File: src/rcv_defines.vh
// Purpose: constants for the calendar value window
// Assumes: included by bare name
// Notes: offsets, fields, resets and page codes
`ifndef RCV_DEFINES_VH
`define RCV_DEFINES_VH
`define RCV_ADDR_W 2
`define RCV_OFF_WINDOW 2'h0
`define RCV_OFF_CTRL 2'h1
`define RCV_CTRL_PTR_LSB 8
`define RCV_CTRL_UNLOCK_BIT 0
`define RCV_PAGE_MINSEC 2'h0
`define RCV_PAGE_WDHR 2'h1
`define RCV_PAGE_MTHDAY 2'h2
`define RCV_PAGE_YEAR 2'h3
`define RCV_PTR_RST 2'h0
`define RCV_UNLOCK_RST 1'h0
`define RCV_YEAR_TEN_MSB 7
`define RCV_YEAR_TEN_LSB 4
`define RCV_MTH_TEN_BIT 12
`define RCV_MTH_ONE_MSB 11
`define RCV_MTH_ONE_LSB 8
`define RCV_DAY_TEN_MSB 5
`define RCV_DAY_TEN_LSB 4
`define RCV_WEEKDAY_FIELD_MSB 10
`define RCV_WEEKDAY_FIELD_LSB 8
`define RCV_HR_TEN_MSB 5
`define RCV_HR_TEN_LSB 4
`define RCV_ONE_MSB 3
`define RCV_ONE_LSB 0
`endif

File: src/rcv_page_mem.v
// Purpose: four 16-bit storage pages of the calendar value window
// Assumes: one write port, registered read data
// Notes: read data reflects the page selected last cycle
`timescale 1ns/10ps
module rcv_page_mem (
  input wire clk,
  input wire rstn,
  input wire ce,
  input wire wr_en,
  input wire [1:0] wr_page,
  input wire [15:0] wr_data,
  input wire [1:0] rd_page,
  output reg [15:0] rd_data
);
  reg [15:0] mem_r [0:3];
  integer i;

  always @(posedge clk or negedge rstn) begin
    if (!rstn) begin
      for (i = 0; i < 4; i = i + 1) begin
        mem_r[i] <= 16'h0000;
      end
      rd_data <= 16'h0000;
    end else if (ce) begin
      if (wr_en) begin
        mem_r[wr_page] <= wr_data;
      end
      rd_data <= mem_r[rd_page];
    end
  end
endmodule // rcv_page_mem

File: src/rcv_value_window.v
// What this block does
// - pointer 11 shows year, 10 month and day, 01 weekday and hours.
// - year page puts tens in bits 7-4, ones in 3-0, 15-8 unused.
// - year ones digit rolls from nine to zero and carries into tens.
// - month tens is one bit at position 12 holding only 0 or 1.
// - month ones sits in bits 11-8 as a BCD value 0 to 9.
// - day tens is a 2-bit field at bits 5-4 holding 0 to 3.
// - day ones is a 4-bit field at bits 3-0 holding 0 to 9.
// - hour ones is a 4-bit field at bits 3-0 holding 0 to 9.
// - writes to value pages are ignored unless the unlock bit is 1.
// - every unimplemented bit of the value pages reads as zero.
// - pointer 00 shows minutes high byte and seconds low byte.
//
// Purpose: software window onto the BCD timekeeping pages
// Assumes: register port, read data one cycle after the read strobe
// Notes: counting of time lives elsewhere; year_step pulse advances year unless a window write comes in the same cycle
`timescale 1ns/10ps
`include "rcv_defines.vh"
module rcv_value_window (
  input wire clk,
  input wire rstn,
  input wire ce,
  input wire [1:0] addr,
  input wire [15:0] wdata,
  input wire [1:0] wbe,
  input wire wr,
  input wire rd,
  input wire year_step,
  output reg [15:0] rdata,
  output reg [1:0] value_page_pointer,
  output reg calendar_write_unlock
);
  // ----------------------------------------------------------------
  // field masking and digit checks
  // ----------------------------------------------------------------
  function [3:0] bcd_digit;
    input [3:0] d;
    input [3:0] maxv;
    begin
      bcd_digit = (d > maxv) ? 4'h0 : d;
    end
  endfunction

  function [15:0] page_clean;
    input [1:0] page;
    input [15:0] v;
    reg [15:0] o;
    begin
      o = 16'h0000;
      case (page)
        `RCV_PAGE_YEAR: begin
          o[`RCV_YEAR_TEN_MSB:`RCV_YEAR_TEN_LSB] =
            bcd_digit(v[7:4], 4'h9);
          o[`RCV_ONE_MSB:`RCV_ONE_LSB] = bcd_digit(v[3:0], 4'h9);
        end
        `RCV_PAGE_MTHDAY: begin
          o[`RCV_MTH_TEN_BIT] = v[12];
          o[`RCV_MTH_ONE_MSB:`RCV_MTH_ONE_LSB] =
            bcd_digit(v[11:8], 4'h9);
          o[`RCV_DAY_TEN_MSB:`RCV_DAY_TEN_LSB] = v[5:4];
          o[`RCV_ONE_MSB:`RCV_ONE_LSB] = bcd_digit(v[3:0], 4'h9);
        end
        `RCV_PAGE_WDHR: begin
          o[`RCV_WEEKDAY_FIELD_MSB:`RCV_WEEKDAY_FIELD_LSB] =
            (v[10:8] > 3'h6) ? 3'h0 : v[10:8];
          o[`RCV_HR_TEN_MSB:`RCV_HR_TEN_LSB] =
            (v[5:4] > 2'h2) ? 2'h0 : v[5:4];
          o[`RCV_ONE_MSB:`RCV_ONE_LSB] = bcd_digit(v[3:0], 4'h9);
        end
        default: begin
          o[14:12] = (v[14:12] > 3'h5) ? 3'h0 : v[14:12];
          o[11:8] = bcd_digit(v[11:8], 4'h9);
          o[6:4] = (v[6:4] > 3'h5) ? 3'h0 : v[6:4];
          o[3:0] = bcd_digit(v[3:0], 4'h9);
        end
      endcase
      page_clean = o;
    end
  endfunction

  // ----------------------------------------------------------------
  // access decode
  // ----------------------------------------------------------------
  wire win_wr = wr && (addr == `RCV_OFF_WINDOW);
  wire win_rd = rd && (addr == `RCV_OFF_WINDOW);
  wire ctl_wr = wr && (addr == `RCV_OFF_CTRL);
  wire ctl_rd = rd && (addr == `RCV_OFF_CTRL);
  wire upper_touch = (win_wr && wbe[1]) || win_rd;

  // ----------------------------------------------------------------
  // page storage and year counting
  // ----------------------------------------------------------------
  wire [15:0] mem_q;
  reg [15:0] cur_r;
  reg mem_we;
  reg [1:0] mem_page;
  reg [15:0] mem_wd;
  reg [7:0] yr_nxt;
  reg [15:0] merged;
  reg [1:0] ptr_nxt;
  // bypass of a write landing on the page read next, so that back-to-back
  // strobes never see the memory's stale registered read data
  reg byp_v_r;
  reg [15:0] byp_d_r;
  wire [15:0] mem_view = byp_v_r ? byp_d_r : mem_q;

  always @* begin
    merged = cur_r;
    if (wbe[1]) begin
      merged[15:8] = wdata[15:8];
    end
    if (wbe[0]) begin
      merged[7:0] = wdata[7:0];
    end
    yr_nxt = cur_r[7:0];
    if (cur_r[3:0] >= 4'h9) begin
      yr_nxt[3:0] = 4'h0;
      yr_nxt[7:4] = (cur_r[7:4] >= 4'h9) ? 4'h0 : cur_r[7:4] + 4'h1;
    end else begin
      yr_nxt[3:0] = cur_r[3:0] + 4'h1;
    end
    mem_we = 1'b0;
    mem_page = value_page_pointer;
    mem_wd = 16'h0000;
    if (win_wr && calendar_write_unlock) begin
      mem_we = 1'b1;
      mem_wd = page_clean(value_page_pointer, merged);
    end else if (year_step && !win_wr) begin
      mem_we = 1'b1;
      mem_page = `RCV_PAGE_YEAR;
      mem_wd = {8'h00, yr_nxt};
    end
  end

  // shadow of the year page, kept in step with the memory
  reg [15:0] year_r;
  always @(posedge clk or negedge rstn) begin
    if (!rstn) begin
      year_r <= 16'h0000;
    end else if (ce && mem_we && mem_page == `RCV_PAGE_YEAR) begin
      year_r <= mem_wd;
    end
  end

  always @(posedge clk or negedge rstn) begin
    if (!rstn) begin
      byp_v_r <= 1'b0;
      byp_d_r <= 16'h0000;
    end else if (ce) begin
      byp_v_r <= mem_we && (mem_page == ptr_nxt);
      byp_d_r <= mem_wd;
    end
  end

  always @* begin
    cur_r = mem_view;
    if (year_step && !win_wr) begin
      cur_r = year_r;
    end
  end

  rcv_page_mem u_mem (
    .clk(clk),
    .rstn(rstn),
    .ce(ce),
    .wr_en(mem_we),
    .wr_page(mem_page),
    .wr_data(mem_wd),
    .rd_page(ptr_nxt),
    .rd_data(mem_q)
  );

  // ----------------------------------------------------------------
  // pointer, unlock and read data
  // ----------------------------------------------------------------
  always @* begin
    ptr_nxt = value_page_pointer;
    if (ctl_wr) begin
      ptr_nxt = wdata[`RCV_CTRL_PTR_LSB+1:`RCV_CTRL_PTR_LSB];
    end else if (upper_touch &&
                 value_page_pointer != `RCV_PAGE_MINSEC) begin
      ptr_nxt = value_page_pointer - 2'h1;
    end
  end

  reg rd_win_r;
  reg rd_ctl_r;
  reg [15:0] ctl_q;
  always @* begin
    ctl_q = 16'h0000;
    ctl_q[`RCV_CTRL_PTR_LSB+1:`RCV_CTRL_PTR_LSB] = value_page_pointer;
    ctl_q[`RCV_CTRL_UNLOCK_BIT] = calendar_write_unlock;
  end

  always @(posedge clk or negedge rstn) begin
    if (!rstn) begin
      value_page_pointer <= `RCV_PTR_RST;
      calendar_write_unlock <= `RCV_UNLOCK_RST;
      rdata <= 16'h0000;
      rd_win_r <= 1'b0;
      rd_ctl_r <= 1'b0;
    end else if (ce) begin
      value_page_pointer <= ptr_nxt;
      if (ctl_wr) begin
        calendar_write_unlock <= wdata[`RCV_CTRL_UNLOCK_BIT];
      end
      rd_win_r <= win_rd;
      rd_ctl_r <= ctl_rd;
      if (win_rd) begin
        rdata <= page_clean(value_page_pointer, mem_view);
      end else if (ctl_rd) begin
        rdata <= ctl_q;
      end else begin
        rdata <= 16'h0000;
      end
    end
  end
endmodule // rcv_value_window

File: config.mk
export PLATFORM = sky130hd
export DESIGN_NAME = rcv_value_window
export DESIGN_NICKNAME = d
export VERILOG_FILES = /design/src/rcv_page_mem.v /design/src/rcv_value_window.v
export VERILOG_INCLUDE_DIRS = /design/src
export SDC_FILE = /design/constraint.sdc
export NUM_CORES = 1
export LEC_CHECK = 0
export BUFFER_PORTS_ARGS = -buffer_cell sky130_fd_sc_hd__buf_4
export CAP_MARGIN = 0
export CORE_UTILIZATION = 50
export DETAILED_ROUTE_END_ITERATION = 6
export MAX_ROUTING_LAYER = met4
export PLACE_DENSITY_LB_ADDON = 0.2
export REMOVE_ABC_BUFFERS = 1
export SETUP_SLACK_MARGIN = 0.5
export SYNTH_ARGS = -nofsm -noshare
export SYNTH_HDL_FRONTEND = slang
export SYNTH_SLANG_ARGS = --single-unit
File: constraint.sdc
create_clock -name clk -period 3.38 [get_ports clk]
set_clock_uncertainty 0.15 [all_clocks]
set_input_delay 0.169 -clock clk [delete_from_list [all_inputs] [get_ports clk]]
set_output_delay 0.169 -clock clk [all_outputs]
set_load 0.03 [all_outputs]
==> metrics, run 1 <==
status finished, violations left; failing checks DRC; Sink Count 109; drt via density approximately 6; Cell Area, Synth ~6000 µm²; dpl cells about 800; per-cell routed wire length approximately 21 µm; Post-Synth Adder-Cell Area 1.87%; ANT nets after route 0; f_max around 360 MHz; LEAKAGE 3.18 nW; Final min period ~2.8 ns; Num CTS Buffers 9; Die X-Extent ~110 µm; first-pass GRT wire length about 28 mm; Relative slew margins 28.7%; Core ar. about 12000 µm²; area occupied by registers roughly 2700 µm²; proportion of synthesized area in mux cells about an eighth; Commonest cells post-synth dfrtp_1 (109), nand2_1 (83), o21ai_0 (65); post-place setup slack between 0.15 and 0.2 ns; Ys Warns 0; Post-Synth Simple-Gate Area 14.6%; Root Buffer clkbuf_16; First DRT Iteration DRCs 500; DP HPWL between 10 and 15 mm; # nets final approximately 730; largest area contributor in the netlist dfrtp_1; n_diodes 0; Mean Syn Cell Area roughly 9.5 µm²; RSZ-0062 raised after global routing false; ys async rst share 100%; Die ar. 12500 µm²; Syn Inst Count 633; initial antenna violation count 0; #FFs+latches synth 109; leading cell type by number of instances after synthesis dfrtp_1; P per Cell Area approximately 490 nW/µm²; largest family of logic cells by synthesized area compound AO/OA/AOI/OAI gates; synth unique cells 64; worst path arrival time ~2.9 ns; Area growth syn-to-layout 18.5%; I/O Buffers 42; Tot GR Track Use roughly 30%; FILL cells around 1000; final non-filler cell total 840; EDFF count, synth 0; Worst Setup Slack, final a little under 0.6 ns; critical path startpoint category flip-flop; vias in the first global route 5094; total gr overflow 0; Peak VDD IR ~0.34 mV; kind of critical path reg -> reg; io pins 45; post-layout util just over 60%; top-area cell type share of the netlist area 45.3%; HP Class in -> reg; via count between 5000 and 6000; die height roughly 110 µm; Multi-input gate area between 3000 and 4000 µm²; sequential-to-total area share from yosys stat 45.3%; max cap viols 0; Initial Util about 52%; crit-path max FO 8; Clk Latency, worst-skew pair ~0.36 ns; CTS HTree Levels 3; XOR/XNOR Fraction of Synth Area 0.437%; fraction of layout cells with a size suffix above 1 between 20% and 30%; Worst Max-Slew Pin Slew about 1.1 ns; fin crit share between 80% and 90%; Rows 39; synth top area cells dfrtp_1 (45%), mux2_2 (7.1%), o21ai_0 (5.4%), nand2_1 (5.2%), mux2i_1 (4.5%); aggregate routed wire length approximately 18 mm; largest net degree at the start of global routing 84; drt drc 5; final hold vios 0; Main synth FF type dfrtp_1; Synth Area in Compound Gates 20.5%; Data required, critical path ~3.5 ns; first drt pass iteration count 7; CTS tree yes; Max Transition Viols Final 0; CTS Buffer Depth 2; routability cong. about 0.96; Setup Viol. Count Final 0; clock transition at the registers of the reported paths about 0.070 ns; Critical Path Sink Type flip-flop
-- path summary, 6_finish.rpt --
kind                       cells past startpoint  slack (ns)                  start           endpoint
max                                           10        0.59  value_page_pointer[0]  u_mem.rd_data[11]
max reg2reg                                   10        0.59  value_page_pointer[0]  u_mem.rd_data[11]
min in group asynchronous                      2        0.42                   rstn    u_mem.mem_r[34]
max in group asynchronous                      3        1.81                   rstn  u_mem.rd_data[12]
min reg2reg                                    2        0.33        u_mem.mem_r[46]    u_mem.mem_r[46]
min                                            3        0.07               wdata[8]            byp_v_r
-- registers in the layout, summed over array words and instances, names as in the netlist --
name / count
calendar_write_unlock: 1
byp_d_r: 15
year_r: 14
value_page_pointer: 2
rdata: 15
u_mem.rd_data: 15
byp_v_r: 1
u_mem.mem_r: 46
-- metrics by stage --
stage                     instance area, µm²  hold WS [ns]  total power [W]  setup TNS [ns]
after detailed placement                6530         0.271          0.00225               0
after CTS                               6900        0.0639          0.00335               0
after global routing                    7130         0.110          0.00363               0
after global placement                  6530         0.256          0.00223               0
after floorplan                         5830        -0.277          0.00193          -11.98
final                                   7130        0.0704          0.00348               0
-- report_power, final --
part,leakage [nW],internal (W),switching [W]
logic,1.54,0.000403,0.000550
clock network,0.150,0.000615,0.000466
registers,1.49,0.00138,0.0000703
total,3.18,0.00240,0.00109
-- worst max-delay path, cell delays in order, from the launching register on --
cell and delay (ns):
dfrtp_1 0.37, inv_2 0.08, ha_1 0.22, or3_4 0.41, or3_4 0.36, a31oi_4 0.28, buf_4 0.20, clkbuf_16 0.17
buf_4 0.13, mux2i_1 0.20, o21ai_1 0.09
-- layer usage --
layer	up-vias	wire, µm	part of all wire [%]	GRT usage [%]
li1	2429	-	-	-
met1	2554	7950	45	40.2
met2	180	8100	46	44.6
met3	30	1160	6.5	6.80
met4	0	447	2.5	10.2
met5	-	0	0	-
-- layout make-up --
| type | count | share of cell area (%) |
|---|---|---|
| tap | 143 | 2.51 |
| clock buffer | 13 | 3.65 |
| sequential | 109 | 38.3 |
| timing repair buffer | 89 | 10.3 |
| inverter | 14 | 0.737 |
| clock inverter | 3 | 0.614 |
| multi-input combinational | 469 | 43.9 |
-- placed cells by master, fill, tap and decap left out, types with 16 or more instances in the layout --
master,count
a21oi_1,30
a22oi_1,16
buf_4,83
dfrtp_1,108
mux2_2,37
mux2i_1,25
nand2_1,83
nor2_1,34
o21ai_0,60
o21ai_1,25
-- cells by family after synthesis --
logic type,Yosys count
and+or+nand+nor,187
AOI/OAI and AO/OA,196
muxes,73
xor gates and xnor gates,3
adders and majority gates,9
other,1
DFF,109
buffers and inverters,55
-- timing repair --
item,in CTS,in global routing
pin swaps,0,3
gates resized for setup,8,21
setup endpoints to repair,42,39
buffers inserted,3,14
hold buffers,2,0
cloned,0,2
endpoints found under the hold margin,82,0
No activity file was read; power rests on OpenSTA's default activity.
==> inputs of run 2 (changes only) <==
==> constraint.sdc (replaced) <==
create_clock -name clk -period 2.7 [get_ports clk]
set_clock_uncertainty 0.15 [all_clocks]
set_input_delay 0.135 -clock clk [delete_from_list [all_inputs] [get_ports clk]]
set_output_delay 0.135 -clock clk [all_outputs]
set_load 0.03 [all_outputs]
==> run 2 against run 1 <==
The flow still finishes with violations (DRC). Critical path depth up 3. Count of clock-buffer cells in the layout down 4. Flip-flop and latch count unchanged. Non-clock buffer count up 59. Register-to-register slack worse by 0.58 ns. Critical endpoint is now byp_d_r[6]. Highest routed layer unchanged.
==> metrics, run 2 (synthesized netlist as in run 1, its figures left out) <==
CP max stage cell dfrtp_2; n_diodes 0 (unchanged); fin crit share 99.7% (+17 points); drt drc 5 (unchanged); final hold vios 0 (unchanged); largest register by flop count u_mem.mem_r; clock transition at the registers of the reported paths 0.07 ns (about the same); Max Transition Viols Final 0 (unchanged); Core ar. 11600 µm² (unchanged); io pins 45 (unchanged); FILL cells 815 (-19%); placed cell areas 6900 µm² (+5.8%); f_max 372 MHz (+3.6%); CTS HTree Levels 3 (unchanged); Fin Setup TNS 0 ns (unchanged); reg2reg setup slack 0.009 ns (-0.58 ns); Final min period 2.69 ns (-0.0975 ns); First DRT Iteration DRCs 481 (-3.8%); status finished, violations left; Num CTS Buffers 9 (unchanged); Root Buffer clkbuf_16; HP Class in -> reg; Setup Viol. Count Final 0 (unchanged); ANT nets after route 0 (unchanged); P per Cell Area 600 nW/µm² (+23%); routability cong. 0.924 (-3.3%); I/O Buffers 42 (unchanged); Area growth syn-to-layout 38.8%; via count 5640 (+8.6%); Die ar. 12500 µm² (unchanged); max cap viols 0 (unchanged); kind of critical path reg -> reg; Hold Path Cell Cnt 3 (unchanged); max reg flops 46 (unchanged); terminus of the critical flop-to-flop path byp_d_r[6]; dpl cells 850 (+5.9%); Worst Min Path Start wdata[8]; worst path cell trace buf_6 -> buf_6 -> buf_6 -> mux2i_2 -> o21ai_1 -> o21ai_1 -> ha_2 -> o41ai_4 -> nand3_2 -> buf_6 -> o21ai_2 -> nand2_2 -> a31oi_1; RSZ-0062 raised after global routing true; LEAKAGE 3.61 nW (+14%); Worst Setup Slack, final 0.00890 ns (-0.582 ns); most frequent cells in the layout buf_4 (115), dfrtp_1 (108), nand2_1 (78); largest net degree at the start of global routing 69 (-18%); Design Area, Final 8350 µm² (+17%); aggregate routed wire length 19.7 mm (+12%); # nets final 786 (+8.1%); Sink Count 109 (unchanged); Data required, critical path 2.84 ns (-0.63 ns); Die X-Extent 112 µm (unchanged); per-cell routed wire length 21.9 µm (+4.3%); critical path startpoint category flip-flop; Rows 39 (unchanged); Critical Path Sink Type flip-flop; die height 112 µm (unchanged); Initial Util 52.0% (unchanged); Hold WS 0.0322 ns (-0.0382 ns); CTS tree yes; first drt pass iteration count 7 (unchanged); crit-path max FO 5 (-3); failing checks DRC; Clk Latency, worst-skew pair 0.36 ns (about the same); Relative slew margins 60.6% (+32 points); post-place setup slack -0.242 ns (-0.442 ns); vias in the first global route 5587 (+9.7%); Peak VDD IR 0.518 mV (+52%); fraction of layout cells with a size suffix above 1 42.6% (+18 points); hold endpoint byp_v_r; commonest non-fill, non-tap cell in the layout buf_4; worst path arrival time 2.83 ns (-0.05 ns); first-pass GRT wire length 30.8 mm (+11%); CP most frequent cell buf_6; total gr overflow 0 (unchanged); initial antenna violation count 0 (unchanged); Worst R2R Start byp_v_r; Register-to-Register Path Depth 13 (+3); Tot GR Track Use 33.8% (+3.9 points); CTS Buffer Depth 2 (unchanged); drt via density 6.27 (+1.5%); DP HPWL 12.8 mm (+5.7%); Worst Max-Slew Pin Slew 0.588 ns (-0.482 ns); Largest stage delay, worst path 0.45 ns (+0.04 ns); final non-filler cell total 899 (+7.0%)
[run 2: changes by cell type in the layout (fill, tap and decap cells not counted), moves of 21 or more]
| cell | before | now |
|---|---|---|
| buf_4 | 83 | 115 |
| o21ai_1 | 25 | 47 |
| o21ai_0 | 60 | 23 |
| buf_6 | 0 | 22 |
| mux2_4 | 1 | 22 |
[run 2: cell type report]
cell class                      count  area [µm²]  area share, %
Clock inverter                      7        97.6           1.17
Inverter                           14        52.6          0.629
Sequential cell                   109        2730           32.7
Tap cell                          143         179           2.14
Multi-Input combinational cell    469        3740           44.8
Clock buffer                        9         225           2.70
Timing Repair Buffer              148        1330           15.9
[run 2: metrics by stage]
| stage | util [%] | power [W] |
|---|---|---|
| final | 72.2 | 0.00501 |
| after global routing | 72.2 | 0.00519 |
| after CTS | 68.3 | 0.00481 |
| after detailed placement | 59.7 | 0.00297 |
| after global placement | 59.7 | 0.00295 |
| after floorplan | - | 0.00242 |
[run 2: where the power goes]
group | switching (W) | internal, W | total [W]
Combinational | 0.000927 | 0.000833 | 0.00176
Clock | 0.000624 | 0.000816 | 0.00144
Sequential | 0.0000875 | 0.00173 | 0.00181
Total | 0.00164 | 0.00337 | 0.00501
[run 2: per-layer routing]
metal	up-vias	GRT usage (%)	wire length, µm
li1	2548	-	-
met1	2806	44.3	8560
met2	249	51.0	9080
met3	37	6.75	1540
met4	0	14.7	524
met5	-	-	0
[run 2: worst max-delay path: cells and delay by family, from the launching register on]
| family | cells | cell delay [ns] |
|---|---|---|
| compound gates | 5 | 0.87 |
| mux | 1 | 0.15 |
| simple gates | 2 | 0.25 |
| fa+ha+maj | 1 | 0.21 |
| flops | 1 | 0.45 |
| buf+inv | 4 | 0.53 |
[run 2: repair_timing]
item,4_1_cts,5_1_grt
pin swaps,49,46
hold endpoints to repair,42,0
resized for setup,126,90
buffers inserted,14,14
setup endpoints to repair,73,94
cloned,3,0
hold buffers,2,0
[run 2: how the worst max path moves through the flow]
stage	start	cells after the start	slack [ns]	to
after floorplan	value_page_pointer[0]	8	-1.49	u_mem.rd_data[0]
after global placement	addr[0]	13	-0.16	u_mem.mem_r[23]
after detailed placement	addr[0]	13	-0.24	u_mem.mem_r[55]
after CTS	byp_v_r	13	0.03	u_mem.mem_r[39]
after global routing	byp_v_r	13	-0.08	byp_d_r[6]
final	byp_v_r	13	0.009	byp_d_r[6]
